[config.mk]
export PLATFORM = sky130hd
export DESIGN_NAME = tpe_tx_pcs
export DESIGN_NICKNAME = d
export VERILOG_FILES = /design/src/design/tpe_pkg.sv /design/src/design/tpe_encoder.sv /design/src/design/tpe_tx_pcs.sv
export VERILOG_INCLUDE_DIRS = /design/src /design/src/design
export SDC_FILE = /design/constraint.sdc
export NUM_CORES = 1
export LEC_CHECK = 0
export BUFFER_PORTS_ARGS = -buffer_cell sky130_fd_sc_hd__buf_2
export CAP_MARGIN = 20
export CORE_MARGIN = 5
export CORE_UTILIZATION = 59
export CTS_CLUSTER_DIAMETER = 200
export DETAILED_ROUTE_END_ITERATION = 8
export GPL_TIMING_DRIVEN = 0
export PLACE_DENSITY = 0.79
export SKIP_CTS_REPAIR_TIMING = 1
export SLEW_MARGIN = 40
export SYNTH_ARGS = -nofsm -noshare
export SYNTH_HDL_FRONTEND = slang
export SYNTH_SLANG_ARGS = --single-unit
[constraint.sdc]
create_clock -name clk_in -period 22.7 [get_ports clk_in]
set_clock_uncertainty 0.1 [all_clocks]
set_input_delay 1.135 -clock clk_in [delete_from_list [all_inputs] [get_ports clk_in]]
set_output_delay 1.135 -clock clk_in [all_outputs]
set_load 0.02 [all_outputs]
[src/design/tpe_cfg.svh]
`ifndef TPE_CFG_SVH
`define TPE_CFG_SVH

// comma group, both running-disparity forms
`define TPE_K285_NEG   10'h17C
`define TPE_K285_POS   10'h283
`define TPE_COMMA_BYTE 8'hBC
// comma byte as it stands before the per-byte bit flip
`define TPE_FLIP_COMMA 8'h3D
`define TPE_ZERO_WORD  10'h000

// serializer phases, two bits leave per parallel clock
`define TPE_LAST_W10   3'h4
`define TPE_LAST_W8    3'h3
`define TPE_PHASE_ZERO 3'h0
`define TPE_PHASE_STEP 3'h1

// comma groups sent after the digital reset drops
`define TPE_SYNC_LAST  2'h2
`define TPE_SYNC_STEP  2'h1
`define TPE_SYNC_ZERO  2'h0

// largest bit delay applied; larger slip requests clamp to it
`define TPE_SLIP_MAX   4'h9
`define TPE_SLIP_STEP  5'h01

// code-group construction
`define TPE_K28_X      5'h1C
`define TPE_D7_X       5'h07
`define TPE_Y3         3'h3
`define TPE_Y7         3'h7
`define TPE_ALT_FGHJ   4'h7
`define TPE_SIX_K28    6'h0F
`define TPE_X17        5'h11
`define TPE_X18        5'h12
`define TPE_X20        5'h14
`define TPE_X11        5'h0B
`define TPE_X13        5'h0D
`define TPE_X14        5'h0E

`endif

[src/design/tpe_pkg.sv]
package tpe_pkg;

  typedef enum logic [0:0] {
    TPE_SYNC,
    TPE_DATA
  } tpe_mode_e;

  // static and per-word controls from the fabric
  typedef struct packed {
    logic       enc_en;
    logic       width10;
    logic       bitflip;
    logic       invert;
    logic       reverse;
    logic       force_disp;
    logic       disp_val;
    logic       ctrl_k;
    logic [3:0] slip;
  } tpe_ctrl_s;

  typedef struct packed {
    tpe_mode_e  mode;
    logic [1:0] sync_cnt;
    logic       rd_neg;
    logic [2:0] phase;
    logic       take;
    logic       busy;
    logic [9:0] code;
    logic [9:0] shreg;
    logic [19:0] hist;
    logic [1:0] ser;
  } tpe_state_s;

endpackage : tpe_pkg

[src/design/tpe_encoder.sv]
`timescale 1ns/1ps
`default_nettype none
`include "tpe_cfg.svh"

module tpe_encoder (
  input  wire logic [7:0] data_in,
  input  wire logic       k_in,
  input  wire logic       rd_neg_in,
  output logic      [9:0] code_out,
  output logic            rd_neg_out
);

  function automatic logic [5:0] six_of(input logic [4:0] x);
    logic [5:0] t;
    case (x)
      5'h00: t = 6'h27;  5'h01: t = 6'h1D;  5'h02: t = 6'h2D;  5'h03: t = 6'h31;
      5'h04: t = 6'h35;  5'h05: t = 6'h29;  5'h06: t = 6'h19;  5'h07: t = 6'h38;
      5'h08: t = 6'h39;  5'h09: t = 6'h25;  5'h0A: t = 6'h15;  5'h0B: t = 6'h34;
      5'h0C: t = 6'h0D;  5'h0D: t = 6'h2C;  5'h0E: t = 6'h1C;  5'h0F: t = 6'h17;
      5'h10: t = 6'h1B;  5'h11: t = 6'h23;  5'h12: t = 6'h13;  5'h13: t = 6'h32;
      5'h14: t = 6'h0B;  5'h15: t = 6'h2A;  5'h16: t = 6'h1A;  5'h17: t = 6'h3A;
      5'h18: t = 6'h33;  5'h19: t = 6'h26;  5'h1A: t = 6'h16;  5'h1B: t = 6'h36;
      5'h1C: t = 6'h0E;  5'h1D: t = 6'h2E;  5'h1E: t = 6'h1E;  default: t = 6'h2B;
    endcase
    return t;
  endfunction : six_of

  function automatic logic [3:0] four_of(input logic [2:0] y);
    logic [3:0] t;
    case (y)
      3'h0: t = 4'hB;  3'h1: t = 4'h9;  3'h2: t = 4'h5;  3'h3: t = 4'hC;
      3'h4: t = 4'hD;  3'h5: t = 4'hA;  3'h6: t = 4'h6;  default: t = 4'hE;
    endcase
    return t;
  endfunction : four_of

  logic [4:0] x;
  logic [2:0] y;
  logic       k28;
  logic       rd;
  logic       rd_mid;
  logic       alt;
  logic [5:0] six;
  logic [3:0] four;
  logic [9:0] code;
  logic       rd_end;

  // tables are written a-first; the line sends bit a first, so it lands in bit 0
  always_comb begin
    x      = data_in[4:0];
    y      = data_in[7:5];
    k28    = k_in && (x == `TPE_K28_X);
    rd     = k28 ? 1'h1 : rd_neg_in;
    six    = k28 ? `TPE_SIX_K28 : six_of(x);
    if (!rd && (($countones(six) != 3) || (x == `TPE_D7_X))) begin
      six = ~six;
    end
    rd_mid = ($countones(six) != 3) ? ~rd : rd;
    alt    = (y == `TPE_Y7) && (k_in ||
             (rd_mid ? (x == `TPE_X17 || x == `TPE_X18 || x == `TPE_X20)
                     : (x == `TPE_X11 || x == `TPE_X13 || x == `TPE_X14)));
    four   = alt ? `TPE_ALT_FGHJ : four_of(y);
    if (!rd_mid && (($countones(four) != 2) || (y == `TPE_Y3))) begin
      four = ~four;
    end
    rd_end = ($countones(four) != 2) ? ~rd_mid : rd_mid;
    for (int i = 0; i < 6; i++) begin
      code[i] = six[5 - i];
    end
    for (int i = 0; i < 4; i++) begin
      code[6 + i] = four[3 - i];
    end
    // the comma family is fully complemented for the positive column
    if (k28 && !rd_neg_in) begin
      code   = ~code;
      rd_end = ~rd_end;
    end
    code_out   = code;
    rd_neg_out = rd_end;
  end

endmodule : tpe_encoder

`default_nettype wire

[src/design/tpe_tx_pcs.sv]
`timescale 1ns/1ps
`default_nettype none
`include "tpe_cfg.svh"

module tpe_tx_pcs (
  input  wire logic                clk_in,
  input  wire logic                nrst_in,
  input  wire logic                dreset_in,
  input  wire tpe_pkg::tpe_ctrl_s  ctrl_in,
  input  wire logic          [9:0] data_in,
  output logic                     take_out,
  output logic               [1:0] ser_out,
  output logic               [9:0] code_out,
  output logic                     rd_neg_out,
  output logic                     sync_busy_out
);

  localparam tpe_pkg::tpe_state_s RST_STATE = '{
    mode:     tpe_pkg::TPE_SYNC,
    sync_cnt: `TPE_SYNC_ZERO,
    rd_neg:   1'h1,
    phase:    `TPE_PHASE_ZERO,
    take:     1'h0,
    busy:     1'h1,
    code:     `TPE_ZERO_WORD,
    shreg:    `TPE_ZERO_WORD,
    hist:     20'h00000,
    ser:      2'h0
  };

  function automatic logic [7:0] flip_byte(input logic [7:0] b);
    logic [7:0] r;
    for (int i = 0; i < 8; i++) begin
      r[i] = b[7 - i];
    end
    return r;
  endfunction : flip_byte

  function automatic logic [9:0] reverse_word(input logic [9:0] w, input logic wide);
    logic [9:0] r;
    r = `TPE_ZERO_WORD;
    if (wide) begin
      for (int i = 0; i < 10; i++) begin
        r[i] = w[9 - i];
      end
    end else begin
      r[7:0] = flip_byte(w[7:0]);
    end
    return r;
  endfunction : reverse_word

  function automatic logic [2:0] last_phase(input logic wide);
    return wide ? `TPE_LAST_W10 : `TPE_LAST_W8;
  endfunction : last_phase

  tpe_pkg::tpe_state_s state;
  tpe_pkg::tpe_state_s next_state;

  logic       wide;
  logic       load;
  logic [7:0] enc_byte;
  logic       enc_k;
  logic       enc_rd;
  logic [9:0] enc_code;
  logic       enc_rd_end;
  logic [9:0] word;
  logic [9:0] line;
  logic [1:0] pair;
  logic [19:0] hist_next;
  logic [3:0] slip;
  logic [4:0] slip_hi;

  tpe_encoder u_encoder (
    .data_in    (enc_byte),
    .k_in       (enc_k),
    .rd_neg_in  (enc_rd),
    .code_out   (enc_code),
    .rd_neg_out (enc_rd_end)
  );

  always_comb begin
    next_state = state;
    wide       = ctrl_in.enc_en | ctrl_in.width10;
    load       = state.phase >= last_phase(wide);
    // in sync and reset the user byte is replaced by the comma
    if (dreset_in || state.mode == tpe_pkg::TPE_SYNC) begin
      enc_byte = `TPE_COMMA_BYTE;
      enc_k    = 1'h1;
      enc_rd   = state.rd_neg;
    end else begin
      enc_byte = ctrl_in.bitflip ? flip_byte(data_in[7:0]) : data_in[7:0];
      enc_k    = ctrl_in.ctrl_k;
      enc_rd   = ctrl_in.force_disp ? ctrl_in.disp_val : state.rd_neg;
    end
    word = state.code;
    line = state.shreg;
    pair = state.shreg[1:0];
    if (load) begin
      next_state.phase = `TPE_PHASE_ZERO;
      if (!ctrl_in.enc_en) begin
        word = dreset_in ? `TPE_ZERO_WORD : data_in;
        if (ctrl_in.bitflip) begin
          word[7:0] = flip_byte(data_in[7:0]);
        end
        if (!wide) begin
          word[9:8] = 2'h0;
        end
      end else if (dreset_in) begin
        word = `TPE_K285_NEG;
      end else begin
        word              = enc_code;
        next_state.rd_neg = enc_rd_end;
        if (state.mode == tpe_pkg::TPE_SYNC) begin
          next_state.sync_cnt = state.sync_cnt + `TPE_SYNC_STEP;
        end
      end
      line = ctrl_in.invert ? ~word : word;
      if (!wide) begin
        line[9:8] = 2'h0;
      end
      if (ctrl_in.reverse) begin
        line = reverse_word(line, wide);
      end
      next_state.code  = word;
      next_state.shreg = line;
      case (state.mode)
        tpe_pkg::TPE_SYNC: begin
          if (ctrl_in.enc_en && !dreset_in && state.sync_cnt == `TPE_SYNC_LAST) begin
            next_state.mode = tpe_pkg::TPE_DATA;
          end
        end
        tpe_pkg::TPE_DATA: begin
          next_state.mode = tpe_pkg::TPE_DATA;
        end
        default: begin
          next_state.mode = tpe_pkg::TPE_SYNC;
        end
      endcase
    end else begin
      next_state.phase = state.phase + `TPE_PHASE_STEP;
      next_state.shreg = {2'h0, state.shreg[9:2]};
    end
    // reset restarts the comma preamble from the negative column
    if (dreset_in) begin
      next_state.mode     = tpe_pkg::TPE_SYNC;
      next_state.sync_cnt = `TPE_SYNC_ZERO;
      next_state.rd_neg   = 1'h1;
    end
    // raw mode has no preamble to send
    if (!ctrl_in.enc_en && !dreset_in) begin
      next_state.mode = tpe_pkg::TPE_DATA;
    end
    // newest bit in hist_next[0]; a slip of s bits reads s places back
    hist_next = {state.hist[17:0], pair[0], pair[1]};
    slip      = (ctrl_in.slip > `TPE_SLIP_MAX) ? `TPE_SLIP_MAX : ctrl_in.slip;
    slip_hi   = {1'h0, slip} + `TPE_SLIP_STEP;
    next_state.hist = hist_next;
    next_state.ser  = {hist_next[slip], hist_next[slip_hi]};
    next_state.busy = next_state.mode != tpe_pkg::TPE_DATA;
    next_state.take = next_state.phase >= last_phase(wide);
  end

  always_ff @(posedge clk_in or negedge nrst_in) begin
    if (!nrst_in) begin
      state <= RST_STATE;
    end else begin
      state <= next_state;
    end
  end

  assign take_out      = state.take;
  assign ser_out       = state.ser;
  assign code_out      = state.code;
  assign rd_neg_out    = state.rd_neg;
  assign sync_busy_out = state.busy;

  logic comma_in;
  assign comma_in = ctrl_in.ctrl_k && data_in[7:0] == `TPE_COMMA_BYTE && !ctrl_in.bitflip;
endmodule : tpe_tx_pcs

`default_nettype wire

==> metrics.md, run 1 <==
| Metric | Value |
|---|---|
| Sw Share | `0.402` |
| First-pass GRT wire length | `17800 microns` |
| Seq/Total Area, Yosys | `0.271` |
| Sequential Area | `1130 sq um` |
| Final hold viol count | `0` |
| Clock sink count | `45` |
| Final Power | `0.405 mW` |
| Clock power frac | `0.153` |
| Average vias per placed instance | `6.22` |
| Max-slew violations | `0` |
| Internal portion of total power | `0.242 mW` |
| Detailed router's first-iteration violation count | `216` |
| Fill cell instance count of the final layout | `592` |
| Setup TNS | `0 ps` |
| Combined area of all synthesized cells | `4170 sq um` |
| Power density normalized to cell area | `88.3 nW/um^2` |
| Synth Flop Type | `sky130_fd_sc_hd__dfrtp_1` |
| Count of flip-flops with a built-in enable after synthesis | `0` |
| Syn Inst Count | `475` |
| Worst Setup End Kind | `register` |
| Input/output buffers | `35` |
| Leading cell types in the layout, fill and taps excluded | `sky130_fd_sc_hd__dfrtp_1, sky130_fd_sc_hd__nor2_1, sky130_fd_sc_hd__buf_2` |
| CTS root buffer | `sky130_fd_sc_hd__clkbuf_8` |
| Worst ir drop on vdd | `0.0000354 V` |
| Clock Tree Buf Depth | `2` |
| Commonest non-fill, non-tap cell in the layout | `sky130_fd_sc_hd__dfrtp_1` |
| Residual overflow from global routing | `0` |
| Master of the slowest instance on the critical path | `sky130_fd_sc_hd__o311ai_0` |
| Delay of the slowest critical-path stage | `590 ps` |
| Cts bufs inserted | `5` |
| Pin count of the biggest net entering global routing | `46` |
| Ys Warns | `0` |
| Clock input transition at the sequential cells of the worst setup and hold paths | `90 ps` |
| Layout area overhead | `10.0%` |
| Later-pin clock latency in the skew report | `300 ps` |
| Power share of the combinational group | `0.514` |
| Slew of the pin with the lowest slew margin | `720 ps` |
| Setup repair after global routing missed its margin | `no` |
| Fin crit share | `0.468` |
| MaxCap Viol Count | `0` |
| Maximum fanout along the worst path | `10` |
| Worst rel slew slack | `0.520` |
| Sequential share of power | `0.333` |
| Kind of start point of the critical path | `primary input` |
| Number of antenna violations at the first check in global routing | `0` |
| Count of antenna diodes in the layout | `0` |
| Type of the worst setup path | `in2reg` |
| Fraction of layout instances using a drive strength above 1 | `0.197` |
| Number of nets in the layout | `573` |
| Worst endpoint data arrival time | `10750 ps` |
| CP most frequent cell | `sky130_fd_sc_hd__ha_1` |
| Routability cong. | `0.967` |
| Clock period minus worst slack | `10630 ps` |
| Distinct cell type count after synthesis | `75` |
| Starting Density | `0.610` |
| Die H | `94.0 microns` |
| Die width | `94.0 microns` |
| Async set or reset register ratio after synthesis | `1.00` |
| Maximum level of the CTS H-tree | `2` |
| Post-detailed-routing wire length | `10600 microns` |
| Multi-input gate area in the final layout | `2760 sq um` |
| Mean post-synth cell area | `8.77 sq um` |
| Number of I/O pins | `40` |
| Area of the die | `8840 sq um` |
| Routed via count | `3822` |
| Core Footprint | `6830 sq um` |
| Worst hold path class | `reg2reg` |
| Vias in the first global route | `3704` |
| Top achievable clock speed | `94.1 MHz` |
| Combined global-route utilization of all metal layers | `0.249` |
| Detailed-route wire length per cell | `17.3 microns` |
| Switching power | `0.163 mW` |
| Run status | `finished, final reports clean` |
| Number of iterations in the first detailed-routing pass | `5` |
| Detail Route Antenna Nets | `0` |
| Remaining DRCs | `0` |
| Register bit total from synthesis | `45` |
| TritonCTS clock tree | `done` |
| Final-report setup violation count | `0` |
| Data required, critical path | `22820 ps` |
| Number of nets produced by synthesis | `531` |
| Floorplan row count | `30` |
| Estimated wirelength of the detail-placed design | `8350 microns` |
| Leakage power total | `1.96 nW` |
[worst paths after layout]
path	cells past startpoint	startpoint	slack, ps	to
hold reg to reg	0	hist_next[10]$_DFF_PN0_	280	hist_next[12]$_DFF_PN0_
setup reg to reg	38	state[50]$_DFF_PN0_	12630	rd_neg_out$_DFFE_PN1P_
max in group asynchronous	1	nrst_in	21400	rd_neg_out$_DFFE_PN1P_
min in group asynchronous	1	nrst_in	730	code_out[8]$_DFFE_PN0N_
hold / removal	0	hist_next[10]$_DFF_PN0_	280	hist_next[12]$_DFF_PN0_
setup / recovery	40	dreset_in	12070	rd_neg_out$_DFFE_PN1P_
[metal layers]
layer	GRT usage	vias up	routed length (microns)
li1	-	1821	-
met1	0.303	1826	4240
met2	0.442	145	5460
met3	0.0184	30	468
met4	0.124	0	444
met5	0	-	0
[cells in the mapped netlist (6+ instances only)]
cell type / n / area share
sky130_fd_sc_hd__dfrtp_1: 43 / 0.26
sky130_fd_sc_hd__nor2_1: 42 / 0.038
sky130_fd_sc_hd__nand2_1: 36 / 0.032
sky130_fd_sc_hd__ha_1: 26 / 0.078
sky130_fd_sc_hd__a21oi_1: 23 / 0.028
sky130_fd_sc_hd__nand3_1: 20 / 0.024
sky130_fd_sc_hd__inv_1: 18 / 0.016
sky130_fd_sc_hd__o21ai_0: 18 / 0.022
sky130_fd_sc_hd__mux2i_1: 17 / 0.041
sky130_fd_sc_hd__nor3_1: 17 / 0.020
sky130_fd_sc_hd__xnor2_1: 17 / 0.036
sky130_fd_sc_hd__buf_4: 14 / 0.025
sky130_fd_sc_hd__clkbuf_1: 11 / 0.0099
sky130_fd_sc_hd__nand2b_1: 11 / 0.017
sky130_fd_sc_hd__o21ai_1: 10 / 0.012
sky130_fd_sc_hd__a211oi_1: 8 / 0.014
sky130_fd_sc_hd__a22oi_1: 7 / 0.013
sky130_fd_sc_hd__and2_1: 7 / 0.011
sky130_fd_sc_hd__o211ai_1: 7 / 0.013
sky130_fd_sc_hd__and3_1: 6 / 0.0090
sky130_fd_sc_hd__mux2_2: 6 / 0.016
[cell families (layout without fill, tap and decap cells)]
family                     count (synthesis)  after routing  synth area share
AOI/OAI and AO/OA                        127            127             0.217
xor gates and xnor gates                  22             22            0.0462
adders and majority gates                 31             31             0.102
buffers and inverters                     54             97            0.0664
DFF                                       45             45             0.271
muxes                                     31             31            0.0964
and+or+nand+nor                          165            165             0.201
[worst max-delay path, delay by kind of cell]
family          cells  cell delay, ps
mux                 1             300
fa+ha+maj          10            3630
compound gates      6            1350
xor+xnor            3             730
buf+inv             5             680
simple gates       15            2920
[area by class of cell]
class / instances / share of cell area
Buffer: 35 / 0.0448
Multi-Input combinational cell: 376 / 0.602
Inverter: 19 / 0.0156
Sequential cell: 45 / 0.246
Tap cell: 96 / 0.0262
Timing Repair Buffer: 35 / 0.0388
Clock buffer: 6 / 0.0180
Clock inverter: 2 / 0.00819
[registers in the layout, summed over array words and instances (netlist names)]
signal	cells
state	14
hist_next	16
sync_busy_out	1
rd_neg_out	1
take_out	1
code_out	10
ser_out	2
[power by group through the flow]
stage	registers, mW	logic, mW	clock network [mW]
after detailed placement	0.135	0.207	0
after global routing	0.139	0.230	0.0669
final	0.135	0.208	0.0620
after floorplan	0.131	0.157	0
after global placement	0.134	0.199	0
after CTS	0.135	0.208	0.0631
[through the flow]
stage / instances / util / setup slack, ps / hold WS (ps) / area (sq um)
2_1_floorplan: 475 / - / 13230 / 249 / 4170
3_3_place_gp: 606 / 0.653 / 12080 / 253 / 4460
3_5_place_dp: 606 / 0.653 / 11800 / 264 / 4460
4_1_cts: 614 / 0.671 / 12120 / 283 / 4580
5_1_grt: 614 / 0.671 / 11390 / 289 / 4580
6_report: 614 / 0.671 / 12070 / 282 / 4580
(Power assumes the default switching activity.)
==> run 2, diff against run 1 <==
- ABC_AREA: not set -> 1
- PLACE_DENSITY: 0.79 -> 0.8
- clock period: 22.7 -> 11.1 ns (I/O delays scaled with it)
==> metrics.md, run 2 <==
| Metric | Value |
|---|---|
| Area of the die | `8300 sq um (-6.1%)` |
| Final Power | `1.06 mW (+160%)` |
| Routability cong. | `0.922 (-4.7%)` |
| Clock input transition at the sequential cells of the worst setup and hold paths | `80 ps (about the same)` |
| Estimated wirelength of the detail-placed design | `7840 microns (-6.1%)` |
| Ys Warns | `0 (unchanged)` |
| Synth Flop Type | `sky130_fd_sc_hd__dfrtp_1` |
| Number of iterations in the first detailed-routing pass | `5 (unchanged)` |
| Met1 capacity usage during global routing | `0.324 (+0.0211)` |
| Final-report setup violation count | `0 (unchanged)` |
| Maximum level of the CTS H-tree | `2 (unchanged)` |
| Most used standard cell by instance count after synthesis | `sky130_fd_sc_hd__nand2_1` |
| Met2 Resource Use GR | `0.405 (-0.0367)` |
| Met3 usage | `0.0306 (+0.0121)` |
| Average vias per placed instance | `5.73 (-8.0%)` |
| First-pass GRT wire length | `16500 microns (-7.1%)` |
| Worst rel slew slack | `0.592 (+0.0717)` |
| Worst ir drop on vdd | `0.000255 V (+620%)` |
| Final core utilization | `0.670 (-0.000999)` |
| Number of I/O pins | `40 (unchanged)` |
| CTS root buffer | `sky130_fd_sc_hd__clkbuf_8` |
| Maximum fanout along the worst path | `9 (-1)` |
| Worst Setup End Kind | `register` |
| Residual overflow from global routing | `0 (unchanged)` |
| Routed via count | `3716 (-2.8%)` |
| Syn Inst Count | `527 (+11%)` |
| Largest register FFs | `16 (unchanged)` |
| Launch point of the worst reg-to-reg path | `state[50]$_DFF_PN0_` |
| Remaining DRCs | `0 (unchanged)` |
| Type of the worst setup path | `in2reg` |
| Vias in the first global route | `3522 (-4.9%)` |
| Top achievable clock speed | `116 MHz` |
| Detailed router's first-iteration violation count | `282 (+31%)` |
| Core Footprint | `6390 sq um (-6.5%)` |
| Master of the slowest instance on the critical path | `sky130_fd_sc_hd__fa_1` |
| Fill cell instance count of the final layout | `580 (-2.0%)` |
| Seq/Total Area, Yosys | `0.291 (+0.0199)` |
| Mean post-synth cell area | `7.36 sq um (-16%)` |
| Kind of start point of the critical path | `primary input` |
| Later-pin clock latency in the skew report | `290 ps (about the same)` |
| Combined global-route utilization of all metal layers | `0.237 (-0.0123)` |
| Sequential Area | `1130 sq um (unchanged)` |
| Top cell type's share of synthesized area | `0.277 (+0.0190)` |
| Number of antenna violations at the first check in global routing | `0 (unchanged)` |
| Starting Density | `0.608 (-0.00213)` |
| Dominant combinational cell family by area after synthesis | `simple AND/OR/NAND/NOR gates` |
| Clock Tree Buf Depth | `2 (unchanged)` |
| Number of nets produced by synthesis | `583 (+9.8%)` |
| Post-placement cell count | `641 (+5.8%)` |
| Slew of the pin with the lowest slew margin | `611 ps (-108 ps)` |
| Setup repair after global routing missed its margin | `no` |
| Worst R2R End | `rd_neg_out$_DFFE_PN1P_` |
| Pin count of the biggest net entering global routing | `46 (unchanged)` |
| Floorplan row count | `29 (-3.3%)` |
| Max-slew violations | `0 (unchanged)` |
| XOR/XNOR Fraction of Synth Area | `0.0226 (-0.0237)` |
| Commonest non-fill, non-tap cell in the layout | `sky130_fd_sc_hd__nand2_1` |
| Detail Route Antenna Nets | `0 (unchanged)` |
| Final hold viol count | `0 (unchanged)` |
| Combined area of all synthesized cells | `3880 sq um (-6.8%)` |
| Count of flip-flops with a built-in enable after synthesis | `0 (unchanged)` |
| Worst setup slack for register-to-register paths | `2560 ps (-10070 ps)` |
| CP most frequent cell | `sky130_fd_sc_hd__ha_1` |
| Layout area overhead | `10.3%` |
| Register bit total from synthesis | `45 (unchanged)` |
| Cts bufs inserted | `5 (unchanged)` |
| Run status | `finished, final reports clean` |
| Input/output buffers | `37 (+5.7%)` |
| Die H | `91.1 microns (-3.1%)` |
| Leading cell types in the layout, fill and taps excluded | `sky130_fd_sc_hd__nand2_1, sky130_fd_sc_hd__nand3_1, sky130_fd_sc_hd__inv_1, sky130_fd_sc_hd__dfrtp_1, sky130_fd_sc_hd__buf_2` |
| Distinct cell type count after synthesis | `51 (-32%)` |
| Setup TNS | `0 ps (unchanged)` |
| Clock period minus worst slack | `8600 ps` |
| Most used routing layer in global routing | `met2` |
| Cell area after placement | `4170 sq um (-6.6%)` |
| Path depth of the worst reg2reg path | `42 (+11%)` |
| Compound-Gate Fraction of Synth Area | `0.135 (-0.0824)` |
| Cell area after layout | `4280 sq um (-6.7%)` |
| Top cells by count, synth | `sky130_fd_sc_hd__nand2_1, sky130_fd_sc_hd__nand3_1, sky130_fd_sc_hd__dfrtp_1, sky130_fd_sc_hd__inv_1, sky130_fd_sc_hd__nor2_1` |
| MaxCap Viol Count | `0 (unchanged)` |
| Async set or reset register ratio after synthesis | `1.00 (unchanged)` |
| Fin crit share | `0.775` |
| Worst hold path class | `in2async` |
| Share of cell area taken by muxes after synthesis | `0 (-0.0964)` |
| Number of nets in the layout | `627 (+9.4%)` |
| Multi-input gate area in the final layout | `2400 sq um (-13%)` |
| Leakage power total | `2.22 nW (+13%)` |
| Post-synth top area cell | `sky130_fd_sc_hd__dfrtp_1` |
| Data required, critical path | `11220 ps (-11600 ps)` |
| Count of antenna diodes in the layout | `0 (unchanged)` |
| Clock sink count | `45 (unchanged)` |
| Power density normalized to cell area | `249 nW/um^2 (+180%)` |
| Fraction of layout instances using a drive strength above 1 | `0.177 (-0.0203)` |
| Detailed-route wire length per cell | `14.9 microns (-14%)` |
| Worst endpoint data arrival time | `8720 ps (-2030 ps)` |
| Number of cells in the finished layout apart from fillers | `649 (+5.7%)` |
| Delay of the slowest critical-path stage | `500 ps (-90 ps)` |
| Simple-gate share of the synthesized area | `0.351 (+0.150)` |
| Post-detailed-routing wire length | `9690 microns (-8.7%)` |
| Die width | `91.1 microns (-3.1%)` |
| Adder-Cell Fraction of Synth Area | `0.110 (+0.00750)` |
| Ranking of synthesized cells by area | `sky130_fd_sc_hd__dfrtp_1, sky130_fd_sc_hd__nand2_1, sky130_fd_sc_hd__ha_1` |
| TritonCTS clock tree | `done` |
## run 2: layout make-up
cell class / count / share of cell area
sequential: 45 / 0.264
clock inverter: 2 / 0.00906
clock buffer: 6 / 0.0170
tap: 77 / 0.0225
timing repair buffer: 37 / 0.0439
buffer: 26 / 0.0377
multi-input combinational: 406 / 0.561
inverter: 50 / 0.0450
## run 2: cells by family after synthesis
kind of cell | after synthesis
buffers and inverters | 76
AOI/OAI and AO/OA | 85
xor gates and xnor gates | 10
and+or+nand+nor | 280
adders and majority gates | 31
DFF | 45
## run 2: how the worst max path moves through the flow
stage                           from                endpoint  cells past startpoint
after floorplan           ctrl_in[9]  rd_neg_out$_DFFE_PN1P_                     46
after global placement     dreset_in  rd_neg_out$_DFFE_PN1P_                     45
after detailed placement   dreset_in  rd_neg_out$_DFFE_PN1P_                     44
after CTS                  dreset_in  rd_neg_out$_DFFE_PN1P_                     44
after global routing       dreset_in  rd_neg_out$_DFFE_PN1P_                     45
final                      dreset_in  rd_neg_out$_DFFE_PN1P_                     44
## run 2: critical path, delay by kind of cell
kind / cells / cell delay, ps
compound gates: 2 / 260
xor+xnor: 4 / 940
buf+inv: 5 / 620
fa+ha+maj: 10 / 3370
simple gates: 23 / 2980
## run 2: stage by stage
step / setup WS, ps / hold WS (ps)
2_1_floorplan: 3280 / 159
3_3_place_gp: 2300 / 258
3_5_place_dp: 2150 / 263
4_1_cts: 2460 / 164
5_1_grt: 1780 / 186
6_report: 2500 / 141
## run 2: per-layer routing
layer  part of all wire  up-vias
li1                   -     1844
met1               0.45     1743
met2               0.49      117
met3              0.048       12
met4              0.012        0
met5                  0        -
## run 2: power breakdown
| group | switching [mW] | leakage (nW) | internal, mW |
|---|---|---|---|
| sequential | 0.0411 | 0.552 | 0.241 |
| combinational | 0.408 | 1.62 | 0.251 |
| clock | 0.0551 | 0.0554 | 0.0676 |
==> run 3, diff against run 2 <==
- clock period: 11.1 -> 8.7 ns (I/O delays scaled with it)
==> metrics.md, run 3 (same netlist as run 2, synthesis figures left out) <==
| Metric | Value |
|---|---|
| Final core utilization | `0.676 (+0.00627)` |
| Met2 Resource Use GR | `0.405 (unchanged)` |
| Master of the slowest instance on the critical path | `sky130_fd_sc_hd__fa_1` |
| Vias in the first global route | `3522 (unchanged)` |
| Path depth of the worst reg2reg path | `44 (+4.8%)` |
| Met1 capacity usage during global routing | `0.324 (unchanged)` |
| Clock input transition at the sequential cells of the worst setup and hold paths | `80 ps (about the same)` |
| Combined global-route utilization of all metal layers | `0.237 (unchanged)` |
| Estimated wirelength of the detail-placed design | `7840 microns (unchanged)` |
| Clock period minus worst slack | `8120 ps` |
| Floorplan row count | `29 (unchanged)` |
| CTS root buffer | `sky130_fd_sc_hd__clkbuf_8` |
| Cell area after layout | `4320 sq um (+0.94%)` |
| Worst rel slew slack | `0.592 (about the same)` |
| Max-slew violations | `0 (unchanged)` |
| Core Footprint | `6390 sq um (unchanged)` |
| Delay of the slowest critical-path stage | `490 ps (about the same)` |
| Worst R2R End | `rd_neg_out$_DFFE_PN1P_` |
| End point of the critical path | `rd_neg_out$_DFFE_PN1P_` |
| Critical path depth in cells | `44 (unchanged)` |
| Detail Route Antenna Nets | `0 (unchanged)` |
| Routability cong. | `0.922 (unchanged)` |
| Worst endpoint data arrival time | `8240 ps (-480 ps)` |
| Worst ir drop on vdd | `0.000348 V (+36%)` |
| Area of the die | `8300 sq um (unchanged)` |
| CP most frequent cell | `sky130_fd_sc_hd__ha_1` |
| Post-detailed-routing wire length | `9780 microns (+0.89%)` |
| Clock sink count | `45 (unchanged)` |
| Final-report setup violation count | `0 (unchanged)` |
| Detailed router's first-iteration violation count | `269 (-4.6%)` |
| Fraction of layout instances using a drive strength above 1 | `0.191 (+0.0140)` |
| Maximum fanout along the worst path | `9 (unchanged)` |
| Top achievable clock speed | `123 MHz` |
| CP Launch Point | `state[50]$_DFF_PN0_` |
| Commonest non-fill, non-tap cell in the layout | `sky130_fd_sc_hd__nand2_1` |
| Fin crit share | `0.933` |
| Routed via count | `3743 (+0.73%)` |
| Die width | `91.1 microns (unchanged)` |
| Cts bufs inserted | `5 (unchanged)` |
| Largest register FFs | `16 (unchanged)` |
| Launch point of the worst reg-to-reg path | `state[50]$_DFF_PN0_` |
| First-pass GRT wire length | `16500 microns (unchanged)` |
| Die H | `91.1 microns (unchanged)` |
| Residual overflow from global routing | `0 (unchanged)` |
| Input/output buffers | `37 (unchanged)` |
| Layout area overhead | `11.3%` |
| Data required, critical path | `8820 ps (-2400 ps)` |
| Remaining DRCs | `0 (unchanged)` |
| Final hold viol count | `0 (unchanged)` |
| Post-placement cell count | `641 (unchanged)` |
| Count of antenna diodes in the layout | `0 (unchanged)` |
| Number of nets in the layout | `627 (unchanged)` |
| Final Power | `1.38 mW (+30%)` |
| Most used routing layer in global routing | `met2` |
| Fill cell instance count of the final layout | `577 (-0.52%)` |
| Number of antenna violations at the first check in global routing | `0 (unchanged)` |
| Power density normalized to cell area | `320 nW/um^2 (+28%)` |
| Number of I/O pins | `40 (unchanged)` |
| Number of iterations in the first detailed-routing pass | `7 (+2)` |
| Worst Setup End Kind | `register` |
| TritonCTS clock tree | `done` |
| Starting Density | `0.608 (unchanged)` |
| Leakage power total | `2.24 nW (+0.82%)` |
| Kind of start point of the critical path | `register` |
| Worst hold path class | `in2async` |
| Worst setup slack for register-to-register paths | `580 ps (-1980 ps)` |
| Type of the worst setup path | `reg2reg` |
| Slew of the pin with the lowest slew margin | `611 ps (-0.605 ps)` |
| Cell area after placement | `4170 sq um (unchanged)` |
| Pin count of the biggest net entering global routing | `46 (unchanged)` |
| Setup repair after global routing missed its margin | `no` |
| Number of cells in the finished layout apart from fillers | `649 (unchanged)` |
| Clock Tree Buf Depth | `2 (unchanged)` |
| Met3 usage | `0.0306 (unchanged)` |
| MaxCap Viol Count | `0 (unchanged)` |
| Multi-input gate area in the final layout | `2440 sq um (+1.6%)` |
| Run status | `finished, final reports clean` |
| Later-pin clock latency in the skew report | `290 ps (about the same)` |
| Buf/Inv on CP | `4 (-1)` |
| Maximum level of the CTS H-tree | `2 (unchanged)` |
| Setup TNS | `0 ps (unchanged)` |
| Kind of cell adding the most delay to the critical path | `adder cells` |
| Sequential Area | `1130 sq um (+0.11%)` |
| Average vias per placed instance | `5.77 (+0.73%)` |
| Detailed-route wire length per cell | `15.1 microns (+0.89%)` |
| Leading cell types in the layout, fill and taps excluded | `sky130_fd_sc_hd__nand2_1, sky130_fd_sc_hd__nand3_1, sky130_fd_sc_hd__inv_1, sky130_fd_sc_hd__dfrtp_1, sky130_fd_sc_hd__buf_2` |
## run 3: cell counts in the layout (fill, tap and decap cells not counted)
No cell type changed its count.
## run 3: cell type report
cell class	instances	area share
Buffer	26	0.0374
Clock buffer	6	0.0168
Clock inverter	2	0.00898
Inverter	50	0.0446
Multi-Input combinational cell	406	0.565
Sequential cell	45	0.262
Tap cell	77	0.0223
Timing Repair Buffer	37	0.0435
## run 3: worst min-delay path by stage
| stage | start | to | slack, ps |
|---|---|---|---|
| 6_report | nrst_in | take_out$_DFF_PN0_ | 20 |
| 5_1_grt | nrst_in | state[46]$_DFF_PN0_ | 70 |
| 4_1_cts | nrst_in | state[45]$_DFF_PN0_ | 40 |
| 3_5_place_dp | hist_next[4]$_DFF_PN0_ | hist_next[6]$_DFF_PN0_ | 260 |
| 3_3_place_gp | hist_next[13]$_DFF_PN0_ | hist_next[15]$_DFF_PN0_ | 260 |
| 2_1_floorplan | nrst_in | code_out[0]$_DFFE_PN0N_ | 40 |
## run 3: worst reg2reg max path: cells and delay by family, from the launching register on
| kind | cells | cell delay [ps] |
|---|---|---|
| buffers and inverters | 4 | 400 |
| flip-flops | 1 | 450 |
| AND/OR/NAND/NOR | 25 | 2730 |
| XOR/XNOR | 3 | 660 |
| adder cells (fa/ha/maj) | 10 | 3360 |
| AO/OA/AOI/OAI | 2 | 330 |
## run 3: report_power, final
group          internal (mW)  total [mW]  switching [mW]
Sequential             0.308       0.361          0.0529
Clock                 0.0862       0.156          0.0695
Combinational          0.334       0.864           0.530
Total                  0.728        1.38           0.652
## run 3: per-layer routing
metal  share of wire  up-vias
met5               0        -
met4           0.012        0
met3           0.060       12
met2            0.49      134
met1            0.43     1752
li1                -     1845
## run 3: metrics by stage
step | hold WS (ps) | setup slack [ps]
floorplan | 39.4 | 997
global placement | 258 | 21.8
detailed placement | 263 | -133
CTS | 44.1 | 117
global route | 67.8 | 5.39
finish | 23.8 | 579
